**src/bss_pkg.sv**
```systemverilog
// Purpose: constants and types of the brake and stop sequencer
// Assumes: 100 MHz core clock; speeds in mm/s; times in 10 ms units
// Notes:   register offsets are byte addresses on the plain register port
//
// Operation
// (RL1) an alarm while moving stops the motor and applies the brake
// (RL2) brake speed threshold 0..10000 mm/s, default 10, effective at once
// (RL3) brake wait timeout 10..100 x 10 ms, default 50, effective at once
// (RL4) after power removal while moving, brake when speed drops below threshold
// (RL5) after power removal while moving, brake once the wait timeout elapses
// (RL6) brake pin high means the brake is applied
// (RL7) threshold above motor maximum speed is limited to the maximum speed
// (RL8) zero-speed alarm stop follows standstill brake timing after stopping
// (RL9) integrator keeps brake pin on its own terminal, never shared
// (RL10) main power loss without servo-off stops by dynamic braking
// (RL11) control power loss stop is fixed by variant: coast or dynamic braking
// (RL12) stop method 0 db/db, 1 db/coast, 2 coast/coast, after restart
// (RL13) dynamic brake hold gives no force at standstill or very low speed
// (RL14) group one alarms use stop method, group two its own field
// (RL15) group one alarm stops exactly like a servo-off command; here only while moving, at standstill power is cut at once
// (RL16) group two field 0 zero-speed then post mode, 1 full stop method
// (RL17) group two field used in position and speed control, ignored in force
// (RL18) brake pin on releases the brake, off applies it
// (RL19) standstill servo-off brakes at once, power off after 0..50 x 10 ms
// (RL20) both moving conditions race; first one applies brake, then it holds
`default_nettype none

package bss_pkg;

  // ----------------------------------------------------------------
  // timing
  // ----------------------------------------------------------------
  localparam int CLK_PERIOD_NS = 10;
  localparam int TICK_TIME_MS  = 10;
  localparam int TICK_CYCLES   = TICK_TIME_MS * 1000000 / CLK_PERIOD_NS;
  localparam int PRE_W         = 20;
  localparam int ELAPSED_W     = 7;

  // ----------------------------------------------------------------
  // register map
  // ----------------------------------------------------------------
  localparam int          ADDR_W      = 5;
  localparam logic [4:0]  OFS_STOP    = 5'h00;
  localparam logic [4:0]  OFS_THR     = 5'h04;
  localparam logic [4:0]  OFS_TMO     = 5'h08;
  localparam logic [4:0]  OFS_DLY     = 5'h0C;
  localparam logic [4:0]  OFS_MAXSPD  = 5'h10;
  localparam logic [4:0]  OFS_STATUS  = 5'h14;
  localparam int          SEL_LSB     = 0;
  localparam int          G2_BIT      = 4;
  localparam int          MODE_LSB    = 8;
  localparam int          APPLY_BIT   = 31;

  // ----------------------------------------------------------------
  // reset values and limits
  // ----------------------------------------------------------------
  localparam logic [13:0] THR_RST     = 14'h000A;
  localparam logic [31:0] THR_MAX     = 32'h0000_2710;
  localparam logic [6:0]  TMO_RST     = 7'h32;
  localparam logic [31:0] TMO_MIN     = 32'h0000_000A;
  localparam logic [31:0] TMO_MAX     = 32'h0000_0064;
  localparam logic [5:0]  DLY_RST     = 6'h00;
  localparam logic [31:0] DLY_MAX     = 32'h0000_0032;
  localparam logic [13:0] MAXSPD_RST  = 14'h1388;
  localparam logic [13:0] MOTION_LVL  = 14'h0014;

  typedef enum logic [1:0] {
    SM_DB_DB    = 2'b00,
    SM_DB_COAST = 2'b01,
    SM_COAST    = 2'b10
  } bss_method_t;

  typedef enum logic [1:0] {
    CM_POS   = 2'b00,
    CM_SPEED = 2'b01,
    CM_FORCE = 2'b10
  } bss_mode_t;

  typedef enum logic [2:0] {
    ST_RUN      = 3'b000,
    ST_HOLD_DLY = 3'b001,
    ST_ZSTOP    = 3'b010,
    ST_MOVE_WT  = 3'b011,
    ST_STOPPED  = 3'b100
  } bss_state_t;

endpackage : bss_pkg

`default_nettype wire

```
**src/bss_sequencer.sv**
```systemverilog
// Purpose: stop method selection and holding brake timing of a servo drive
// Assumes: motor_speed is a same-clock magnitude in mm/s; pins are async
// Notes:   brake_release_output_n high means brake applied
`default_nettype none

module bss_sequencer #(
  parameter int TICK_CYCLES       = bss_pkg::TICK_CYCLES,
  parameter bit CTRL_LOSS_COASTS  = 1'b0
) (
  input  wire logic                       core_clk,
  input  wire logic                       rstn,
  input  wire logic [bss_pkg::ADDR_W-1:0] reg_addr,
  input  wire logic [31:0]                reg_wdata,
  input  wire logic                       reg_wr,
  input  wire logic                       reg_rd,
  output logic [31:0]                     reg_rdata,
  input  wire logic                       servo_on_command,
  input  wire logic                       group_one_alarm,
  input  wire logic                       group_two_alarm,
  input  wire logic                       main_power_lost,
  input  wire logic                       control_power_lost,
  input  wire logic [13:0]                motor_speed,
  output logic                            motor_power_on,
  output logic                            dynamic_braking,
  output logic                            zero_speed_stop,
  output logic                            brake_release_output_n
);
  import bss_pkg::*;

  // ----------------------------------------------------------------
  // pin synchronisers
  // ----------------------------------------------------------------
  logic [4:0] pin_raw;
  logic [4:0] sync1_q;
  logic [4:0] sync2_q;
  logic       srv_prev_q;

  assign pin_raw = {control_power_lost, main_power_lost, group_two_alarm,
                    group_one_alarm, servo_on_command};

  for (genvar i = 0; i < 5; i++) begin : g_sync
    always_ff @(posedge core_clk or negedge rstn) begin
      if (!rstn) begin
        sync1_q[i] <= 1'b0;
        sync2_q[i] <= 1'b0;
      end else begin
        sync1_q[i] <= pin_raw[i];
        sync2_q[i] <= sync1_q[i];
      end
    end
  end

  always_ff @(posedge core_clk or negedge rstn) begin
    if (!rstn) srv_prev_q <= 1'b0;
    else       srv_prev_q <= sync2_q[0];
  end

  wire srv_on    = sync2_q[0];
  wire srv_rise  = srv_on & ~srv_prev_q;
  wire alm1      = sync2_q[1];
  wire alm2      = sync2_q[2];
  wire main_lost = sync2_q[3];
  wire ctrl_lost = sync2_q[4];
  wire fault     = alm1 | alm2 | main_lost | ctrl_lost;

  // ----------------------------------------------------------------
  // registers
  // ----------------------------------------------------------------
  bss_method_t pend_sel_q, act_sel_q;
  logic        pend_g2_q, act_g2_q;
  bss_mode_t   mode_q;
  logic [13:0] thr_q;
  logic [6:0]  tmo_q;
  logic [5:0]  dly_q;
  logic [13:0] max_spd_q;
  logic [31:0] reg_rdata_q;

  wire wr_stop = reg_wr && (reg_addr == OFS_STOP);
  wire wr_thr  = reg_wr && (reg_addr == OFS_THR);
  wire wr_tmo  = reg_wr && (reg_addr == OFS_TMO);
  wire wr_dly  = reg_wr && (reg_addr == OFS_DLY);
  wire wr_max  = reg_wr && (reg_addr == OFS_MAXSPD);

  // out-of-range writes saturate so the timing never leaves its span
  wire [13:0] thr_w = (reg_wdata > THR_MAX) ? THR_MAX[13:0] : reg_wdata[13:0]; // RL2
  wire [6:0]  tmo_w = (reg_wdata < TMO_MIN) ? TMO_MIN[6:0] :
                      (reg_wdata > TMO_MAX) ? TMO_MAX[6:0] : reg_wdata[6:0]; // RL3
  wire [5:0]  dly_w = (reg_wdata > DLY_MAX) ? DLY_MAX[5:0] : reg_wdata[5:0]; // RL19
  wire [1:0]  sel_w = reg_wdata[SEL_LSB+1:SEL_LSB];

  always_ff @(posedge core_clk or negedge rstn) begin
    if (!rstn) begin
      pend_sel_q <= SM_DB_DB;
      pend_g2_q  <= 1'b0;
      mode_q     <= CM_POS;
      thr_q      <= THR_RST;
      tmo_q      <= TMO_RST;
      dly_q      <= DLY_RST;
      max_spd_q  <= MAXSPD_RST;
    end else begin
      if (wr_stop) begin
        // illegal code 3 falls back to the default method
        pend_sel_q <= (sel_w == 2'b11) ? SM_DB_DB : bss_method_t'(sel_w);
        pend_g2_q  <= reg_wdata[G2_BIT];
        mode_q     <= bss_mode_t'(reg_wdata[MODE_LSB+1:MODE_LSB]);
      end
      if (wr_thr) thr_q <= thr_w; // RL2
      if (wr_tmo) tmo_q <= tmo_w; // RL3
      if (wr_dly) dly_q <= dly_w;
      if (wr_max) max_spd_q <= reg_wdata[13:0];
    end
  end

  // stop fields only change on a restart request
  always_ff @(posedge core_clk or negedge rstn) begin
    if (!rstn) begin
      act_sel_q <= SM_DB_DB;
      act_g2_q  <= 1'b0;
    end else if (wr_stop && reg_wdata[APPLY_BIT]) begin
      act_sel_q <= (sel_w == 2'b11) ? SM_DB_DB : bss_method_t'(sel_w); // RL12
      act_g2_q  <= reg_wdata[G2_BIT]; // RL16
    end
  end

  // ----------------------------------------------------------------
  // stop decision
  // ----------------------------------------------------------------
  bss_state_t  st_q, st_d;
  logic        brake_q, brake_d, pwr_q, pwr_d, db_q, db_d, zs_q, zs_d;
  logic        stop_db_q, stop_db_d, post_db_q, post_db_d;
  logic [6:0]  elapsed;

  wire [13:0] eff_thr = (thr_q > max_spd_q) ? max_spd_q : thr_q; // RL7
  wire        moving  = (motor_speed >= MOTION_LVL);
  wire        g2_own  = (mode_q != CM_FORCE) && !act_g2_q; // RL17
  wire        m_db    = (act_sel_q != SM_COAST); // RL12
  wire        m_post  = (act_sel_q == SM_DB_DB);
  // priority: control loss, main loss, group one, group two, servo-off
  wire        c_zero  = !ctrl_lost && !main_lost && !alm1 && alm2 && g2_own; // RL16
  wire        c_db    = ctrl_lost ? !CTRL_LOSS_COASTS : // RL11
                        main_lost ? 1'b1 : m_db; // RL10 RL15
  wire        c_post  = ctrl_lost ? !CTRL_LOSS_COASTS :
                        main_lost ? 1'b1 : m_post; // RL14
  wire        stop_now = (st_q == ST_RUN) && (fault || !srv_on);
  wire        brk_mv   = (motor_speed < eff_thr); // RL4
  wire        brk_tmo  = (elapsed >= tmo_q); // RL5
  wire        dly_done = (elapsed >= {1'b0, dly_q});

  always_comb begin
    st_d      = st_q;
    brake_d   = brake_q;
    pwr_d     = pwr_q;
    zs_d      = 1'b0;
    stop_db_d = stop_db_q;
    post_db_d = post_db_q;
    unique case (st_q)
      ST_RUN: begin
        if (stop_now) begin
          stop_db_d = c_db;
          post_db_d = c_post;
          if (!fault && !moving) begin
            st_d    = ST_HOLD_DLY; // RL19
            brake_d = 1'b1;
          end else if (c_zero && moving) begin
            st_d = ST_ZSTOP;
            zs_d = 1'b1;
          end else if (!moving) begin
            st_d    = ST_STOPPED;
            brake_d = 1'b1;
            pwr_d   = 1'b0;
          end else begin
            st_d  = ST_MOVE_WT; // RL1
            pwr_d = 1'b0;
          end
        end
      end
      ST_HOLD_DLY: begin
        // a fresh alarm cuts power at once; a zero-speed alarm keeps the delay
        if (dly_done || ctrl_lost || main_lost || alm1 || (alm2 && !g2_own)) begin // RL8
          st_d  = ST_STOPPED;
          pwr_d = 1'b0;
        end
      end
      ST_ZSTOP: begin
        if (main_lost || ctrl_lost) begin
          st_d      = ST_MOVE_WT;
          pwr_d     = 1'b0;
          stop_db_d = c_db;
        end else if (!moving) begin
          st_d    = ST_HOLD_DLY; // RL8
          brake_d = 1'b1;
        end else begin
          zs_d = 1'b1;
        end
      end
      ST_MOVE_WT: begin
        if (brk_mv || brk_tmo) begin
          st_d    = ST_STOPPED; // RL20
          brake_d = 1'b1;
        end
      end
      ST_STOPPED: begin
        if (srv_rise && !fault) begin
          st_d    = ST_RUN;
          brake_d = 1'b0; // RL18
          pwr_d   = 1'b1;
        end
      end
      default: begin
        st_d    = ST_STOPPED;
        brake_d = 1'b1;
        pwr_d   = 1'b0;
      end
    endcase
    // hold braking vanishes at very low speed, like coasting
    db_d = (st_d == ST_MOVE_WT) ? stop_db_d :
           (st_d == ST_STOPPED || st_d == ST_HOLD_DLY) ? (post_db_d & moving) // RL13
           : 1'b0;
  end

  always_ff @(posedge core_clk or negedge rstn) begin
    if (!rstn) begin
      st_q      <= ST_STOPPED;
      brake_q   <= 1'b1;
      pwr_q     <= 1'b0;
      db_q      <= 1'b0;
      zs_q      <= 1'b0;
      stop_db_q <= 1'b0;
      post_db_q <= 1'b0;
    end else begin
      st_q      <= st_d;
      brake_q   <= brake_d;
      pwr_q     <= pwr_d;
      db_q      <= db_d;
      zs_q      <= zs_d;
      stop_db_q <= stop_db_d;
      post_db_q <= post_db_d;
    end
  end

  bss_unit_timer #(
    .TICK_CYCLES (TICK_CYCLES)
  ) u_timer (
    .core_clk (core_clk),
    .rstn     (rstn),
    .clear    (st_d != st_q),
    .elapsed  (elapsed)
  );

  // ----------------------------------------------------------------
  // read port and outputs
  // ----------------------------------------------------------------
  logic [31:0] rd_mux;
  assign rd_mux =
    (reg_addr == OFS_STOP)   ? {27'h0, pend_g2_q, 2'h0, pend_sel_q} |
                               {22'h0, mode_q, 8'h0} :
    (reg_addr == OFS_THR)    ? {18'h0, thr_q} :
    (reg_addr == OFS_TMO)    ? {25'h0, tmo_q} :
    (reg_addr == OFS_DLY)    ? {26'h0, dly_q} :
    (reg_addr == OFS_MAXSPD) ? {18'h0, max_spd_q} :
    (reg_addr == OFS_STATUS) ? {22'h0, act_g2_q, act_sel_q, zs_q, db_q, pwr_q,
                                brake_q, st_q} : 32'h0;

  always_ff @(posedge core_clk or negedge rstn) begin
    if (!rstn) reg_rdata_q <= 32'h0;
    else       reg_rdata_q <= reg_rd ? rd_mux : 32'h0;
  end

  assign reg_rdata              = reg_rdata_q;
  assign motor_power_on         = pwr_q;
  assign dynamic_braking        = db_q;
  assign zero_speed_stop        = zs_q;
  assign brake_release_output_n = brake_q; // RL6 RL18
endmodule : bss_sequencer

`default_nettype wire

```
**src/bss_unit_timer.sv**
```systemverilog
// Purpose: elapsed time in 10 ms units since the last clear
// Assumes: clear is a same-clock pulse
// Notes:   saturates so a long wait never wraps back below a limit
`default_nettype none

module bss_unit_timer #(
  parameter int TICK_CYCLES = bss_pkg::TICK_CYCLES
) (
  input  wire logic                         core_clk,
  input  wire logic                         rstn,
  input  wire logic                         clear,
  output logic [bss_pkg::ELAPSED_W-1:0]     elapsed
);
  import bss_pkg::*;

  logic [PRE_W-1:0]     pre_q;
  logic [ELAPSED_W-1:0] cnt_q;
  wire                  tick = (pre_q == PRE_W'(TICK_CYCLES - 1));
  wire                  sat  = &cnt_q;

  always_ff @(posedge core_clk or negedge rstn) begin
    if (!rstn) begin
      pre_q <= '0;
      cnt_q <= '0;
    end else if (clear) begin
      pre_q <= '0;
      cnt_q <= '0;
    end else begin
      pre_q <= tick ? '0 : pre_q + 1'b1;
      cnt_q <= (tick && !sat) ? cnt_q + 1'b1 : cnt_q;
    end
  end

  assign elapsed = cnt_q;

endmodule : bss_unit_timer

`default_nettype wire

```
**config.mk**
```make
export PLATFORM = sky130hd
export DESIGN_NAME = bss_sequencer
export DESIGN_NICKNAME = d
export VERILOG_FILES = /design/src/bss_pkg.sv /design/src/bss_sequencer.sv /design/src/bss_unit_timer.sv
export SDC_FILE = /design/constraint.sdc
export NUM_CORES = 1
export LEC_CHECK = 0
export BUFFER_PORTS_ARGS = -buffer_cell sky130_fd_sc_hd__buf_4
export CORE_MARGIN = 2
export CORE_UTILIZATION = 40
export DETAILED_ROUTE_END_ITERATION = 12
export GPL_ROUTABILITY_DRIVEN = 0
export PLACE_DENSITY_LB_ADDON = 0.3
export SYNTH_ARGS = -nofsm -noshare
export SYNTH_HDL_FRONTEND = slang
export SYNTH_SLANG_ARGS = --single-unit
```
**constraint.sdc**
```tcl
create_clock -name core_clk -period 9.9 [get_ports core_clk]
set_input_delay 0.99 -clock core_clk [delete_from_list [all_inputs] [get_ports core_clk]]
set_output_delay 0.99 -clock core_clk [all_outputs]
set_load 0.02 [all_outputs]
```
**After elaboration in Yosys (flattened, before gate mapping)**

Cells that the tools add are included.

- Output and inout bits: 36
- Register bits: 110
- Bits of input ports: 60
- Logic and storage cells: 176

- Eq/ne operators: 26
- Multiplexer cells: 59
- $add $sub $neg: 2
- Reductions and logical operators: 41
- Bitwise gates (word level): 9
- Order comparisons: 9

Operators with widths:

| operator | number |
|---|---|
| $mux 14 | 8 |
| $mux 20 | 2 |
| $gt 32x14->1 const B | 1 |
| $gt 32x6->1 const B | 1 |
| $gt 32x7->1 const B | 1 |
| $lt 32x4->1 const B | 1 |
| $mux 1 | 28 |
| $mux 7 | 4 |
| $mux 3 | 9 |
| $add 20x1->20 const B | 1 |
| $eq 20x20->1 const B | 1 |
| $ne 2x2->1 const B | 10 |
| $logic_and 1x1->1 | 17 |
| $pmux 3 s5 | 1 |
| $ge 14x5->1 const B | 1 |
| $gt 14x14->1 | 1 |
| $lt 14x14->1 | 1 |
| $reduce_and 7->1 | 2 |
| $eq 5x4->1 const B | 2 |
| $eq 5x5->1 const B | 2 |
| $mux 10 | 1 |
| $or 5x10->10 | 1 |
| $pmux 1 s5 | 2 |
| $eq 3x2->1 const B | 3 |
| 22 further kinds | 45 |

**Longest topological paths before layout**

Gate-level depths: netlist (run 1).

- Depth in word-level cells: 14
- Gate-level depth with buffers: 19
- Mapped depth without buffers: 16

**By module**

Synthesis (run 1) repeated with hierarchy kept, for this count alone.

- Cell total of the unflattened synthesis: 698
- Area total of the unflattened synthesis: 6562.5 sq um

By module, submodules not included:

| module | times used | cells each | area an instance (sq um) | seq. area each (sq um) |
|---|---|---|---|---|
| bss_sequencer | 1 | 540 | 5093.6 | 2092.0 |
| bss_unit_timer | 1 | 158 | 1468.9 | 675.6 |

**Least setup slack after synthesis (run 1)**

OpenSTA, ideal clock, no wires.

- Path kind: register to register
- From: register max_spd_q[12]
- To: register u_timer.pre_q[18]
- Arrival time: 4.302 ns
- Clock period less this slack: 4.383 ns
- Buffers on the path: 3
- Cell stages (with the launch flop): 19
- Required time: 9.818 ns
- Library setup time: 0.082 ns
- Setup slack: 5.517 ns
- Cell sequence: dfstp_2 > inv_1 > ha_1 > nand4_1 > nor2_1 > a21boi_1 > o31a_1 > buf_6 > clkbuf_1 > mux2i_1 > ha_1 > nand2_1 > or3_1 > a2111o_1 > a221oi_4 > o21ai_2 > a211o_2 > buf_6 > nor3_2

- Cells in the longest elaborated chain, start to end: 8

RTL lines:

| what | RTL line | text |
|---|---|---|
| start, declared | bss_sequencer.sv:75 | `logic [13:0] max_spd_q;` |
| start signal, assigned | bss_sequencer.sv:110 | `if (wr_max) max_spd_q <= reg_wdata[13:0];` |
| $gt 14x14->1 | bss_sequencer.sv:133 | `wire [13:0] eff_thr = (thr_q > max_spd_q) ? max_spd_q : thr_q;` |
| $mux 14 (*) | bss_sequencer.sv:133 |  |
| $lt 14x14->1 (*) | bss_sequencer.sv:145 | `wire brk_mv = (motor_speed < eff_thr);` |
| $logic_or 1x1->1 (*) | bss_sequencer.sv:197 | `if (brk_mv \|\| brk_tmo) begin` |
| $mux 3 (*) | bss_sequencer.sv:197 |  |
| $pmux 3 s5 (*) | bss_sequencer.sv:156 | `unique case (st_q)` |
| $ne 3x3->1 (*) | bss_sequencer.sv:246 | `.clear (st_d != st_q),` |
| $mux 20 (*) | bss_unit_timer.sv:25 | `end else if (clear) begin` |
| end signal, assigned | bss_unit_timer.sv:29 | `pre_q <= tick ? '0 : pre_q + 1'b1;` |
| end, declared | bss_unit_timer.sv:16 | `logic [PRE_W-1:0] pre_q;` |

Mark *: on every way between the ends. The rest lies on a longest branch, timed or not.
A chain may end at the register's enable or synchronous reset.

**Worst setup path in the final report (run 1)**

- From: register max_spd_q[12]
- To: register u_timer.pre_q[9]

The elaborated chain is that of the path after synthesis.

==> impl_results.md, run 1 <==
* Initial antenna violation count at 0
* Largest family of logic cells by synthesized area: simple AND/OR/NAND/NOR gates
* Wire per inst at 17.4 um
* Hold path depth at 0
* Number of routed nets with antenna violations at 0
* PwrDens at 171 nW/um^2
* Worst Max-Slew Pin Slew at 0.969 ns
* Root Buffer: clkbuf_16
* Sw frac at 0.339
* Slew HR at 0.337
* Post-synth top area share at 0.381
* DR vias/cell at 5.52
* Final WL at 16600 um
* Critical Path End Type: flip-flop
* Final setup vio count at 0
* Startpoint Class: flip-flop
* FF+latch count, synth at 110
* Predominant post-synthesis flop cell: dfrtp_1
* Status: finished clean
* Clock sinks at 110
* Part of the power in registers at 0.433
* Most common cell in the netlist: dfrtp_1
* Clock slew at reported path FFs at 0.07 ns
* Skew final at 0.0138 ns
* Worst vdd rail ir drop at 0.0000930 V
* Crit share post-route at 0.505
* Total CTS buffers at 9
* Ys Warns at 0
* Synth cell count leaders: 98 x dfrtp_1, 63 x nand2_1, 53 x nor2_1
* Hold Path End: ctrl_lost$_DFF_PN0_
* Row Count at 46
* Max Cap Violations at 0
* Adder-Cell Fraction of Synth Area at 0.0817
* NetSw at 431 uW
* HP Start: sync1_q[4]$_DFF_PN0_
* Synth Area in Compound Gates at 0.173
* Worst EP required at 10.17 ns
* Sequential area share after synthesis at 0.431
* R2R depth at 15
* R2R setup slack at 4.90 ns
* Post-cts resize count at 0
* Layout cell share with drive strength beyond 1 at 0.178
* Layout Cells excl Fill at 958
* CTS tree: done
* Synth Area per Inst at 9.58 um^2
* Fmax achieved at 200 MHz
* Internal power at 840 uW
* # DRC at 0
* Vias in the first global route at 5261
* CP Max Fanout at 25
* Clock Latency Late Sink at 0.36 ns
* Layout Utilization at 0.471
* Starting Density at 0.408
* Total gr overflow at 0
* Fin crit period at 5.00 ns
* Netlist Area Pre-Place at 6430 um^2
* Die Span Y at 131 um
* ANT cells at 0
* Leading area contributor after synthesis: dfrtp_1
* Arr. time, crit path at 5.27 ns
* EDFF count, synth at 0
* CTS Hold Bufs at 0
* Synth Instances at 671
* # nets final at 839
* Area Growth Syn to Fin at 15.5%
* Clk network pwr share at 0.287
* Mux cell area share after synthesis at 0.0422
* Slew Limit Fails at 0
* RSZ-0062 raised after global routing: no
* Max clock buf depth at 2
* Launch point of the worst reg-to-reg path: max_spd_q[12]$_DFFE_PN1P_
* Post-synthesis xor/xnor area fraction at 0.0313
* Dpl cells at 942
* Hold WC Path Type: reg2reg
* Initial DRC Count at 459
* Core area at 15800 um^2
* Post-CTS Setup Repair Bufs at 0
* Largest net degree at the start of global routing at 66
* FFs w/ async S/R, synth at 1.00
* Final setup TNS at 0 ns
* Unique masters post-synth at 71
* Fin. Hold Viols at 0
* IO Pins at 96
* Tot GR Track Use at 0.205
* DP Wirelength at 12600 um
* Top cells by area, synth: dfrtp_1 38%, ha_1 8.2%, dfstp_2 4.9%, nand2_1 3.7%, nor2_1 3.1%
* Synth Area in Simple Gates at 0.179
* Die Span X at 131 um
* CTS H-tree depth at 3
* DRT Pass-1 Iters at 5
* Critical R2R Capture: u_timer.pre_q[9]$_DFF_PN0_
* Die area at 17100 um^2
* IO buf count at 77
* First-pass GRT wire length at 27000 um
* Via count at 5292
* Logic pwr share at 0.280
* WS Path Type: reg2reg
* Leak at 3.38 nW
[final cells by class]
type	count	area (um^2)
sequential	110	2770
clock buffer	9	225
clock inverter	7	71.3
fill	1495	8340
inverter	36	135
timing repair buffer	82	616
multi-input combinational	498	3340
tap	216	270
[through the flow]
| stage | hold WS [ns] | cell area, um^2 | power, mW | worst slack [ns] |
|---|---|---|---|---|
| floorplan | 0.331 | 6490 | 0.818 | 5.52 |
| CTS | 0.350 | 7430 | 1.28 | 4.92 |
| detailed placement | 0.336 | 7130 | 0.911 | 4.92 |
| global route | 0.358 | 7430 | 1.34 | 4.60 |
| finish | 0.347 | 7430 | 1.27 | 4.90 |
| global placement | 0.338 | 7130 | 0.898 | 5.14 |
[routing by layer]
metal	part of all wire	up-vias	GRT usage
li1	-	2535	-
met1	0.45	2576	0.272
met2	0.47	153	0.329
met3	0.046	28	0.0334
met4	0.029	0	0.0951
met5	0	-	0
[critical path, cell delays in order (launching register included)]
cell      delay (ns)
dfstp_2         0.55
inv_1           0.04
ha_1            0.28
nand4_1         0.13
nor2_1          0.25
a21boi_1        0.24
o31a_1          0.76
mux2i_1         0.20
ha_1            0.36
nand2_1         0.06
or3_1           0.38
a2111o_1        0.43
a221oi_4        0.28
o21ai_2         0.14
a211o_2         0.53
nor3_1          0.26
[layout by cell type (no fill, tap or decap), types with 4 or more instances in the layout]
cell type	count
mux2_2	9
a21o_1	11
a221oi_1	7
nand3_1	25
mux2i_1	17
nand2_1	63
dfstp_2	12
a22o_1	12
o21ai_0	34
nor4_1	8
nor2_1	53
nand3b_1	5
nor2b_1	6
a211oi_1	8
a2111oi_0	5
clkbuf_16	9
buf_4	82
a31oi_1	4
xnor2_1	10
inv_1	35
nand4_1	10
o211ai_1	8
a21oi_1	28
ha_1	42
a22oi_1	9
dfrtp_1	98
xor2_1	13
nor3_2	4
nor3_1	19
and3_1	6
conb_1	18
nand2b_1	10
[kinds of logic after synthesis]
| kind of cell | count (synthesis) |
|---|---|
| flip-flops | 110 |
| other | 1 |
| multiplexers | 26 |
| adder cells (fa/ha/maj) | 42 |
| AO/OA/AOI/OAI | 159 |
| XOR/XNOR | 23 |
| AND/OR/NAND/NOR | 230 |
| buffers and inverters | 80 |
[registers in the layout (all words and copies together) (netlist names), 2 cells and up]
register         cells
st_q                 3
reg_rdata           14
tmo_q                7
thr_q               14
pend_sel_q           2
max_spd_q           14
dly_q                6
act_sel_q            2
mode_q               2
u_timer.elapsed      7
sync1_q              5
u_timer.pre_q       20
[power by group through the flow]
stage / clock network (mW) / logic [mW] / registers, mW
3_5_place_dp: 0 / 0.354 / 0.557
2_1_floorplan: 0 / 0.284 / 0.534
5_1_grt: 0.390 / 0.397 / 0.556
3_3_place_gp: 0 / 0.341 / 0.557
4_1_cts: 0.372 / 0.355 / 0.549
6_report: 0.364 / 0.356 / 0.550
[how the worst max path moves through the flow]
stage | slack [ns] | endpoint | depth (start not counted) | from
after floorplan | 5.52 | u_timer.pre_q[18]$_DFF_PN0_ | 18 | max_spd_q[12]$_DFFE_PN1P_
after global placement | 5.14 | u_timer.pre_q[9]$_DFF_PN0_ | 15 | max_spd_q[12]$_DFFE_PN1P_
after detailed placement | 4.92 | u_timer.pre_q[9]$_DFF_PN0_ | 15 | max_spd_q[12]$_DFFE_PN1P_
after CTS | 4.92 | u_timer.pre_q[9]$_DFF_PN0_ | 15 | max_spd_q[12]$_DFFE_PN1P_
after global routing | 4.60 | u_timer.pre_q[9]$_DFF_PN0_ | 16 | max_spd_q[12]$_DFFE_PN1P_
final | 4.90 | u_timer.pre_q[9]$_DFF_PN0_ | 15 | max_spd_q[12]$_DFFE_PN1P_
(Power assumes the default switching activity.)
==> inputs of run 2 (changes only) <==
==> constraint.sdc (replaced) <==
create_clock -name core_clk -period 4.8 [get_ports core_clk]
set_input_delay 0.48 -clock core_clk [delete_from_list [all_inputs] [get_ports core_clk]]
set_output_delay 0.48 -clock core_clk [all_outputs]
set_load 0.02 [all_outputs]
==> run 2 against run 1 <==
  * Global-route usage rose by 0.52 points
  * Non-clock buffer count rose by 6
  * Core utilization rose by 0.34 points
  * Fmax rose by 13%
  * Sequential share of layout area fell by 0.27 points
  * Clock-buffer cell count did not move
  * Largest power group unchanged
  * Worst setup slack got worse by 4.5 ns
  * Largest cell class unchanged
  * Power rose by 110%
  * Critical path type unchanged
  * Combinational power rose by 120%
  * Design area rose by 0.72%
==> impl_results.md, run 2 (same netlist as run 1, synthesis figures left out) <==
* Wire per inst at 17.5 um (was 17.4 um)
* Most frequent cells in the layout: 98 x dfrtp_1, 88 x buf_4, 63 x nand2_1 (was 98 x dfrtp_1, 82 x buf_4, 63 x nand2_1)
* Crit path max-delay family: compound AO/OA/AOI/OAI gates (unchanged)
* R2R depth at 16 (was 15)
* DR vias/cell at 5.57 (was 5.52)
* ANT cells at 0 (unchanged)
* Launch point of the worst reg-to-reg path: max_spd_q[12]$_DFFE_PN1P_ (unchanged)
* Layout cell share with drive strength beyond 1 at 0.184 (was 0.178)
* Status: finished clean (unchanged)
* Worst vdd rail ir drop at 0.000199 V (was 0.0000930 V)
* Die Span X at 131 um (unchanged)
* Biggest register: u_timer.pre_q (unchanged)
* Vias in the first global route at 5327 (was 5261)
* Fin. Hold Viols at 0 (unchanged)
* Layout Utilization at 0.474 (was 0.471)
* Max clock buf depth at 2 (unchanged)
* Core area at 15800 um^2 (unchanged)
* Clock sinks at 110 (unchanged)
* Final WL at 16900 um (was 16600 um)
* Slew HR at 0.310 (was 0.337)
* Place WS at 0.263 ns (was 4.92 ns)
* Startpoint Class: flip-flop (unchanged)
* Die area at 17100 um^2 (unchanged)
* Fin crit period at 4.43 ns (was 5.00 ns)
* Internal power at 1.76 mW (was 840 uW)
* CTS tree: done (unchanged)
* Total CTS buffers at 9 (unchanged)
* Worst EP required at 5.08 ns (was 10.17 ns)
* Clk network pwr share at 0.286 (was 0.287)
* Sw frac at 0.342 (was 0.339)
* Root Buffer: clkbuf_16 (unchanged)
* Arr. time, crit path at 4.71 ns (was 5.27 ns)
* CP Max Fanout at 25 (unchanged)
* Final setup TNS at 0 ns (unchanged)
* Via count at 5367 (was 5292)
* CTS Hold Bufs at 0 (unchanged)
* # DRC at 0 (unchanged)
* Worst Max-Slew Pin Slew at 1.01 ns (was 0.969 ns)
* Initial DRC Count at 468 (was 459)
* Critical path, cell by cell: inv_1, ha_1, nand4_1, nor2_1, a21boi_1, o31a_1, buf_4, mux2i_1, ha_1, nand2_1, or3_1, a2111o_1, a221oi_4, o21ai_2, a211o_4, nor3_1 (was inv_1, ha_1, nand4_1, nor2_1, a21boi_1, o31a_1, mux2i_1, ha_1, nand2_1, or3_1, a2111o_1, a221oi_4, o21ai_2, a211o_2, nor3_1)
* Final worst slack at 0.372 ns (was 4.90 ns)
* RSZ-0062 raised after global routing: no (unchanged)
* Slowest stage delay, CP at 0.56 ns (was 0.76 ns)
* R2R setup slack at 0.37 ns (was 4.90 ns)
* Pwr Total at 2.67 mW (was 1.27 mW)
* Logic pwr share at 0.288 (was 0.280)
* Max reg flops at 20 (unchanged)
* Total gr overflow at 0 (unchanged)
* PwrDens at 357 nW/um^2 (was 171 nW/um^2)
* Starting Density at 0.408 (unchanged)
* CTS H-tree depth at 3 (unchanged)
* Crit share post-route at 0.923 (was 0.505)
* Cell mode on critical path: ha_1 (unchanged)
* NetSw at 911 uW (was 431 uW)
* Crit-path slowest cell: dfstp_2 (was o31a_1)
* Tot GR Track Use at 0.210 (was 0.205)
* Max Cap Violations at 0 (unchanged)
* Part of the power in registers at 0.426 (was 0.433)
* IO buf count at 77 (unchanged)
* Largest net degree at the start of global routing at 67 (was 66)
* Area Growth Syn to Fin at 16.3% (was 15.5%)
* Leak at 3.41 nW (was 3.38 nW)
* Commonest non-fill, non-tap cell in the layout: dfrtp_1 (unchanged)
* Initial antenna violation count at 0 (unchanged)
* First-pass GRT wire length at 27500 um (was 27000 um)
* Row Count at 46 (unchanged)
* WS Path Type: reg2reg (unchanged)
* Fmax achieved at 226 MHz (was 200 MHz)
* DP Wirelength at 12800 um (was 12600 um)
* Number of routed nets with antenna violations at 0 (unchanged)
* Skew final at 0.0108 ns (was 0.0138 ns)
* Clock Latency Late Sink at 0.36 ns (about the same)
* Clock slew at reported path FFs at 0.08 ns (was 0.07 ns)
* Critical R2R Capture: u_timer.pre_q[5]$_DFF_PN0_ (was u_timer.pre_q[9]$_DFF_PN0_)
* Worst Path Buf+Inv at 2 (was 1)
* IO Pins at 96 (unchanged)
* Hold WC Path Type: in2async (was reg2reg)
* Slew Limit Fails at 0 (unchanged)
* DRT Pass-1 Iters at 5 (unchanged)
* # nets final at 845 (was 839)
* Critical Path End Type: flip-flop (unchanged)
* Final setup vio count at 0 (unchanged)
* Die Span Y at 131 um (unchanged)
run 2: cell type report:
| class | count | area [um^2] |
|---|---|---|
| inverters | 36 | 135 |
| fillers | 1498 | 8290 |
| well taps | 216 | 270 |
| clock inverters | 7 | 71.3 |
| clock buffers | 9 | 225 |
| repair buffers | 88 | 661 |
| multi-input cells | 498 | 3350 |
| flip-flops and latches | 110 | 2770 |
run 2: worst max path at each step:
| stage | endpoint | slack, ns | cells past startpoint | from |
|---|---|---|---|---|
| CTS | u_timer.pre_q[19]$_DFF_PN0_ | 0.25 | 16 | max_spd_q[12]$_DFFE_PN1P_ |
| global route | u_timer.pre_q[17]$_DFF_PN0_ | 0.07 | 17 | max_spd_q[12]$_DFFE_PN1P_ |
| global placement | u_timer.pre_q[17]$_DFF_PN0_ | 0.45 | 16 | max_spd_q[12]$_DFFE_PN1P_ |
| floorplan | u_timer.pre_q[18]$_DFF_PN0_ | 0.42 | 18 | max_spd_q[12]$_DFFE_PN1P_ |
| detailed placement | u_timer.pre_q[19]$_DFF_PN0_ | 0.26 | 16 | max_spd_q[12]$_DFFE_PN1P_ |
| finish | u_timer.pre_q[5]$_DFF_PN0_ | 0.37 | 16 | max_spd_q[12]$_DFFE_PN1P_ |
run 2: through the flow:
step / hold slack, ns / area, um^2 / std cells
detailed placement: 0.337 / 7170 / 947
floorplan: 0.184 / 6490 / 688
finish: 0.223 / 7480 / 964
global placement: 0.336 / 7170 / 947
global route: 0.225 / 7480 / 964
CTS: 0.220 / 7460 / 963
run 2: repair_timing:
action                     CTS  global route
setup endpoints to repair    0            18
gates resized for setup      0             2
buffers inserted             0             1
run 2: per-layer routing:
metal | GRT usage | wire length (um) | up-vias
li1 | - | - | 2549
met1 | 0.281 | 7520 | 2623
met2 | 0.341 | 7960 | 163
met3 | 0.0350 | 899 | 32
met4 | 0.0832 | 480 | 0
met5 | 0 | 0 | -
run 2: power by group through the flow:
| stage | clock [mW] | sequential (mW) | combinational, mW |
|---|---|---|---|
| after floorplan | 0 | 1.10 | 0.585 |
| after global placement | 0 | 1.15 | 0.715 |
| after detailed placement | 0 | 1.15 | 0.745 |
| after CTS | 0.772 | 1.13 | 0.747 |
| after global routing | 0.804 | 1.15 | 0.864 |
| final | 0.762 | 1.14 | 0.769 |
==> inputs of run 3 (changes only) <==
--- a/config.mk
+++ b/config.mk
@@ -13,4 +13,5 @@
 export PLACE_DENSITY_LB_ADDON = 0.3
 export SYNTH_ARGS = -nofsm -noshare
 export SYNTH_HDL_FRONTEND = slang
+export SYNTH_HIERARCHICAL = 1
 export SYNTH_SLANG_ARGS = --single-unit
==> run 3 against run 2 <==
  * Design area rose by 5.3%
  * Highest routed layer unchanged
  * Wire length rose by 8.8%
  * Die area rose by 2.0%
==> impl_results.md, run 3 <==
* # fillers at 1466 (was 1498)
* Slew Limit Fails at 0 (unchanged)
* Total CTS buffers at 9 (unchanged)
* Crit-path slowest cell: dfstp_2 (unchanged)
* Post-synth top area share at 0.374 (was 0.381)
* Area of the multi-input gates at 3630 um^2 (was 3350 um^2)
* DP Wirelength at 13300 um (was 12800 um)
* Largest net degree at the start of global routing at 72 (was 67)
* Synth Instances at 698 (was 671)
* Max clock buf depth at 2 (unchanged)
* Initial antenna violation count at 0 (unchanged)
* Most frequent cells in the layout: 98 x dfrtp_1, 95 x buf_4, 57 x nand2_1 (was 98 x dfrtp_1, 88 x buf_4, 63 x nand2_1)
* Fin crit period at 4.75 ns (was 4.43 ns)
* Via count at 5842 (was 5367)
* Layout Cells excl Fill at 1001 (was 964)
* Sw frac at 0.351 (was 0.342)
* Vias in the first global route at 5773 (was 5327)
* Sequential area share after synthesis at 0.422 (was 0.431)
* Synth Area in Simple Gates at 0.197 (was 0.179)
* Critical path, cell by cell: inv_1, ha_4, nand4_1, nor3_2, o41ai_4, a21oi_2, buf_12, mux2i_4, ha_4, a2111oi_4, o21ai_1, a221oi_2, inv_2, a31oi_4, nor3_1, o221ai_1, buf_4, nor2b_1, o21a_1, a2111o_1 (was inv_1, ha_1, nand4_1, nor2_1, a21boi_1, o31a_1, buf_4, mux2i_1, ha_1, nand2_1, or3_1, a2111o_1, a221oi_4, o21ai_2, a211o_4, nor3_1)
* Wire per inst at 18.3 um (was 17.5 um)
* Critical Path End Type: flip-flop (unchanged)
* CP Max Fanout at 10 (was 25)
* Number of routed nets with antenna violations at 0 (unchanged)
* Slew HR at 0.387 (was 0.310)
* Worst Path Buf+Inv at 4 (was 2)
* Synth cell count leaders: 98 x dfrtp_1, 57 x nand2_1, 47 x a21oi_1 (was 98 x dfrtp_1, 63 x nand2_1, 53 x nor2_1)
* Biggest register: u_timer/pre_q (was u_timer.pre_q)
* Area Growth Syn to Fin at 20.0% (was 16.3%)
* Root Buffer: clkbuf_16 (unchanged)
* Synth Area in Compound Gates at 0.189 (was 0.173)
* Worst setup path end: u_timer/elapsed[4]$_DFFE_PN0P_ (was u_timer.pre_q[5]$_DFF_PN0_)
* Layout cell share with drive strength beyond 1 at 0.215 (was 0.184)
* NetSw at 1.02 mW (was 911 uW)
* Mux cell area share after synthesis at 0.0353 (was 0.0422)
* First-pass GRT wire length at 29500 um (was 27500 um)
* WS Path Type: reg2reg (unchanged)
* Crit share post-route at 0.990 (was 0.923)
* Predominant post-synthesis flop cell: dfrtp_1 (unchanged)
* Max Cap Violations at 0 (unchanged)
* Stages on the worst setup path at 20 (was 16)
* # DRC at 0 (unchanged)
* Part of the power in registers at 0.407 (was 0.426)
* EDFF count, synth at 0 (unchanged)
* Startpoint Class: flip-flop (unchanged)
* CTS Hold Bufs at 0 (unchanged)
* Most common cell in the netlist: dfrtp_1 (unchanged)
* Hold WC Path Type: in2async (unchanged)
* Crit path max-delay family: compound AO/OA/AOI/OAI gates (unchanged)
* Worst EP required at 5.04 ns (was 5.08 ns)
* Clk network pwr share at 0.263 (was 0.286)
* Final WL at 18400 um (was 16900 um)
* CTS tree: done (unchanged)
* CTS H-tree depth at 3 (unchanged)
* Cell mode on critical path: ha_4 (was ha_1)
* Initial DRC Count at 473 (was 468)
* Post-synthesis xor/xnor area fraction at 0.0147 (was 0.0313)
* Commonest non-fill, non-tap cell in the layout: dfrtp_1 (unchanged)
* Starting Density at 0.412 (was 0.408)
* Core area at 15900 um^2 (was 15800 um^2)
* Top cells by area, synth: dfrtp_1 37%, ha_1 8.0%, dfstp_2 4.8%, a21oi_1 3.6%, nand2_1 3.3% (was dfrtp_1 38%, ha_1 8.2%, dfstp_2 4.9%, nand2_1 3.7%, nor2_1 3.1%)
* Internal power at 1.89 mW (was 1.76 mW)
* Logic pwr share at 0.330 (was 0.288)
* Adder-Cell Fraction of Synth Area at 0.0801 (was 0.0817)
* Clock slew at reported path FFs at 0.07 ns (was 0.08 ns)
* Skew final at 0.0100 ns (was 0.0108 ns)
* DRT Pass-1 Iters at 6 (was 5)
* Die Span Y at 132 um (was 131 um)
* Tot GR Track Use at 0.210 (about the same)
* Max reg flops at 20 (unchanged)
* ANT cells at 0 (unchanged)
* Worst vdd rail ir drop at 0.000206 V (was 0.000199 V)
* Netlist Area Pre-Place at 6560 um^2 (was 6430 um^2)
* Storage cell area at 2770 um^2 (unchanged)
* Fin. Hold Viols at 0 (unchanged)
* FFs w/ async S/R, synth at 1.00 (unchanged)
* PwrDens at 369 nW/um^2 (was 357 nW/um^2)
* Leak at 3.46 nW (was 3.41 nW)
* FF+latch count, synth at 110 (unchanged)
* # nets final at 882 (was 845)
* Arr. time, crit path at 5.00 ns (was 4.71 ns)
* Row Count at 46 (unchanged)
* IO Pins at 96 (unchanged)
* Final worst slack at 0.0475 ns (was 0.372 ns)
* Ys Warns at 6 (was 0)
* Final setup vio count at 0 (unchanged)
* CP startpoint: max_spd_q[9]$_DFFE_PN1P_ (was max_spd_q[12]$_DFFE_PN1P_)
* Leading area contributor after synthesis: dfrtp_1 (unchanged)
* Launch point of the worst reg-to-reg path: max_spd_q[9]$_DFFE_PN1P_ (was max_spd_q[12]$_DFFE_PN1P_)
* Slowest stage delay, CP at 0.57 ns (was 0.56 ns)
* Status: finished clean (unchanged)
* Unique masters post-synth at 77 (was 71)
* Total gr overflow at 0 (unchanged)
* Die area at 17400 um^2 (was 17100 um^2)
* Place WS at -0.253 ns (was 0.263 ns)
* IO buf count at 77 (unchanged)
* Clock Latency Late Sink at 0.36 ns (about the same)
* DR vias/cell at 5.84 (was 5.57)
* Die Span X at 132 um (was 131 um)
* R2R setup slack at 0.05 ns (was 0.37 ns)
* Worst Max-Slew Pin Slew at 0.919 ns (was 1.01 ns)
* Largest family of logic cells by synthesized area: simple AND/OR/NAND/NOR gates (unchanged)
* Synth Area per Inst at 9.40 um^2 (was 9.58 um^2)
* Fmax achieved at 210 MHz (was 226 MHz)
* Dpl cells at 972 (was 947)
* Critical R2R Capture: u_timer/elapsed[4]$_DFFE_PN0P_ (was u_timer.pre_q[5]$_DFF_PN0_)
* Clock sinks at 110 (unchanged)
* R2R depth at 20 (was 16)
## run 3: layout make-up
| class | instances | share of cell area |
|---|---|---|
| clock buffer | 11 | 0.0308 |
| clock inverter | 5 | 0.00731 |
| inverter | 45 | 0.0214 |
| multi-input combinational | 517 | 0.460 |
| sequential | 110 | 0.351 |
| tap | 216 | 0.0343 |
| timing repair buffer | 97 | 0.0945 |
## run 3: power by group through the flow
| stage | Clock [mW] | Combinational [mW] | Sequential, mW |
|---|---|---|---|
| after global routing | 0.819 | 1.05 | 1.20 |
| after detailed placement | 0 | 0.780 | 1.19 |
| after floorplan | 0 | 0.546 | 1.13 |
| final | 0.766 | 0.958 | 1.18 |
| after global placement | 0 | 0.748 | 1.18 |
| after CTS | 0.777 | 0.794 | 1.17 |
## run 3: worst min path at each step
stage                     slack, ns                  from  depth (start not counted)                   end
after floorplan                0.18                  rstn                          0  act_g2_q$_DFFE_PN0P_
after global placement         0.33  sync1_q[0]$_DFF_PN0_                          0      srv_on$_DFF_PN0_
after detailed placement       0.33  sync1_q[2]$_DFF_PN0_                          0        alm2$_DFF_PN0_
after CTS                      0.22    control_power_lost                          1  sync1_q[4]$_DFF_PN0_
after global routing           0.21      servo_on_command                          1  sync1_q[0]$_DFF_PN0_
final                          0.23                  rstn                          1  sync1_q[2]$_DFF_PN0_
## run 3: per-stage QoR
stage	util	setup TNS, ns	hold WS [ns]	power [mW]	instance area [um^2]
CTS	0.480	0	0.217	2.74	7640
floorplan	-	0	0.184	1.68	6630
detailed placement	0.458	-1.65	0.335	1.97	7310
global placement	0.458	0	0.332	1.93	7310
global route	0.494	-0.334	0.208	3.06	7880
finish	0.494	0	0.226	2.91	7880
## run 3: kinds of logic after synthesis
kind of cell / after synthesis
AOI/OAI and AO/OA: 184
buffers and inverters: 88
xor gates and xnor gates: 11
DFF: 110
other: 1
adders and majority gates: 42
muxes: 22
and+or+nand+nor: 240
## run 3: timing repair
action,in CTS,in global routing
cloned,0,1
pin swaps,0,10
buffers inserted,0,12
resized for setup,6,24
setup endpoints to repair,21,21
## run 3: metal layers
metal,part of all wire,vias up,GRT usage
li1,-,2711,-
met1,0.41,2857,0.270
met2,0.48,230,0.339
met3,0.075,44,0.0484
met4,0.034,0,0.0900
met5,0,-,0
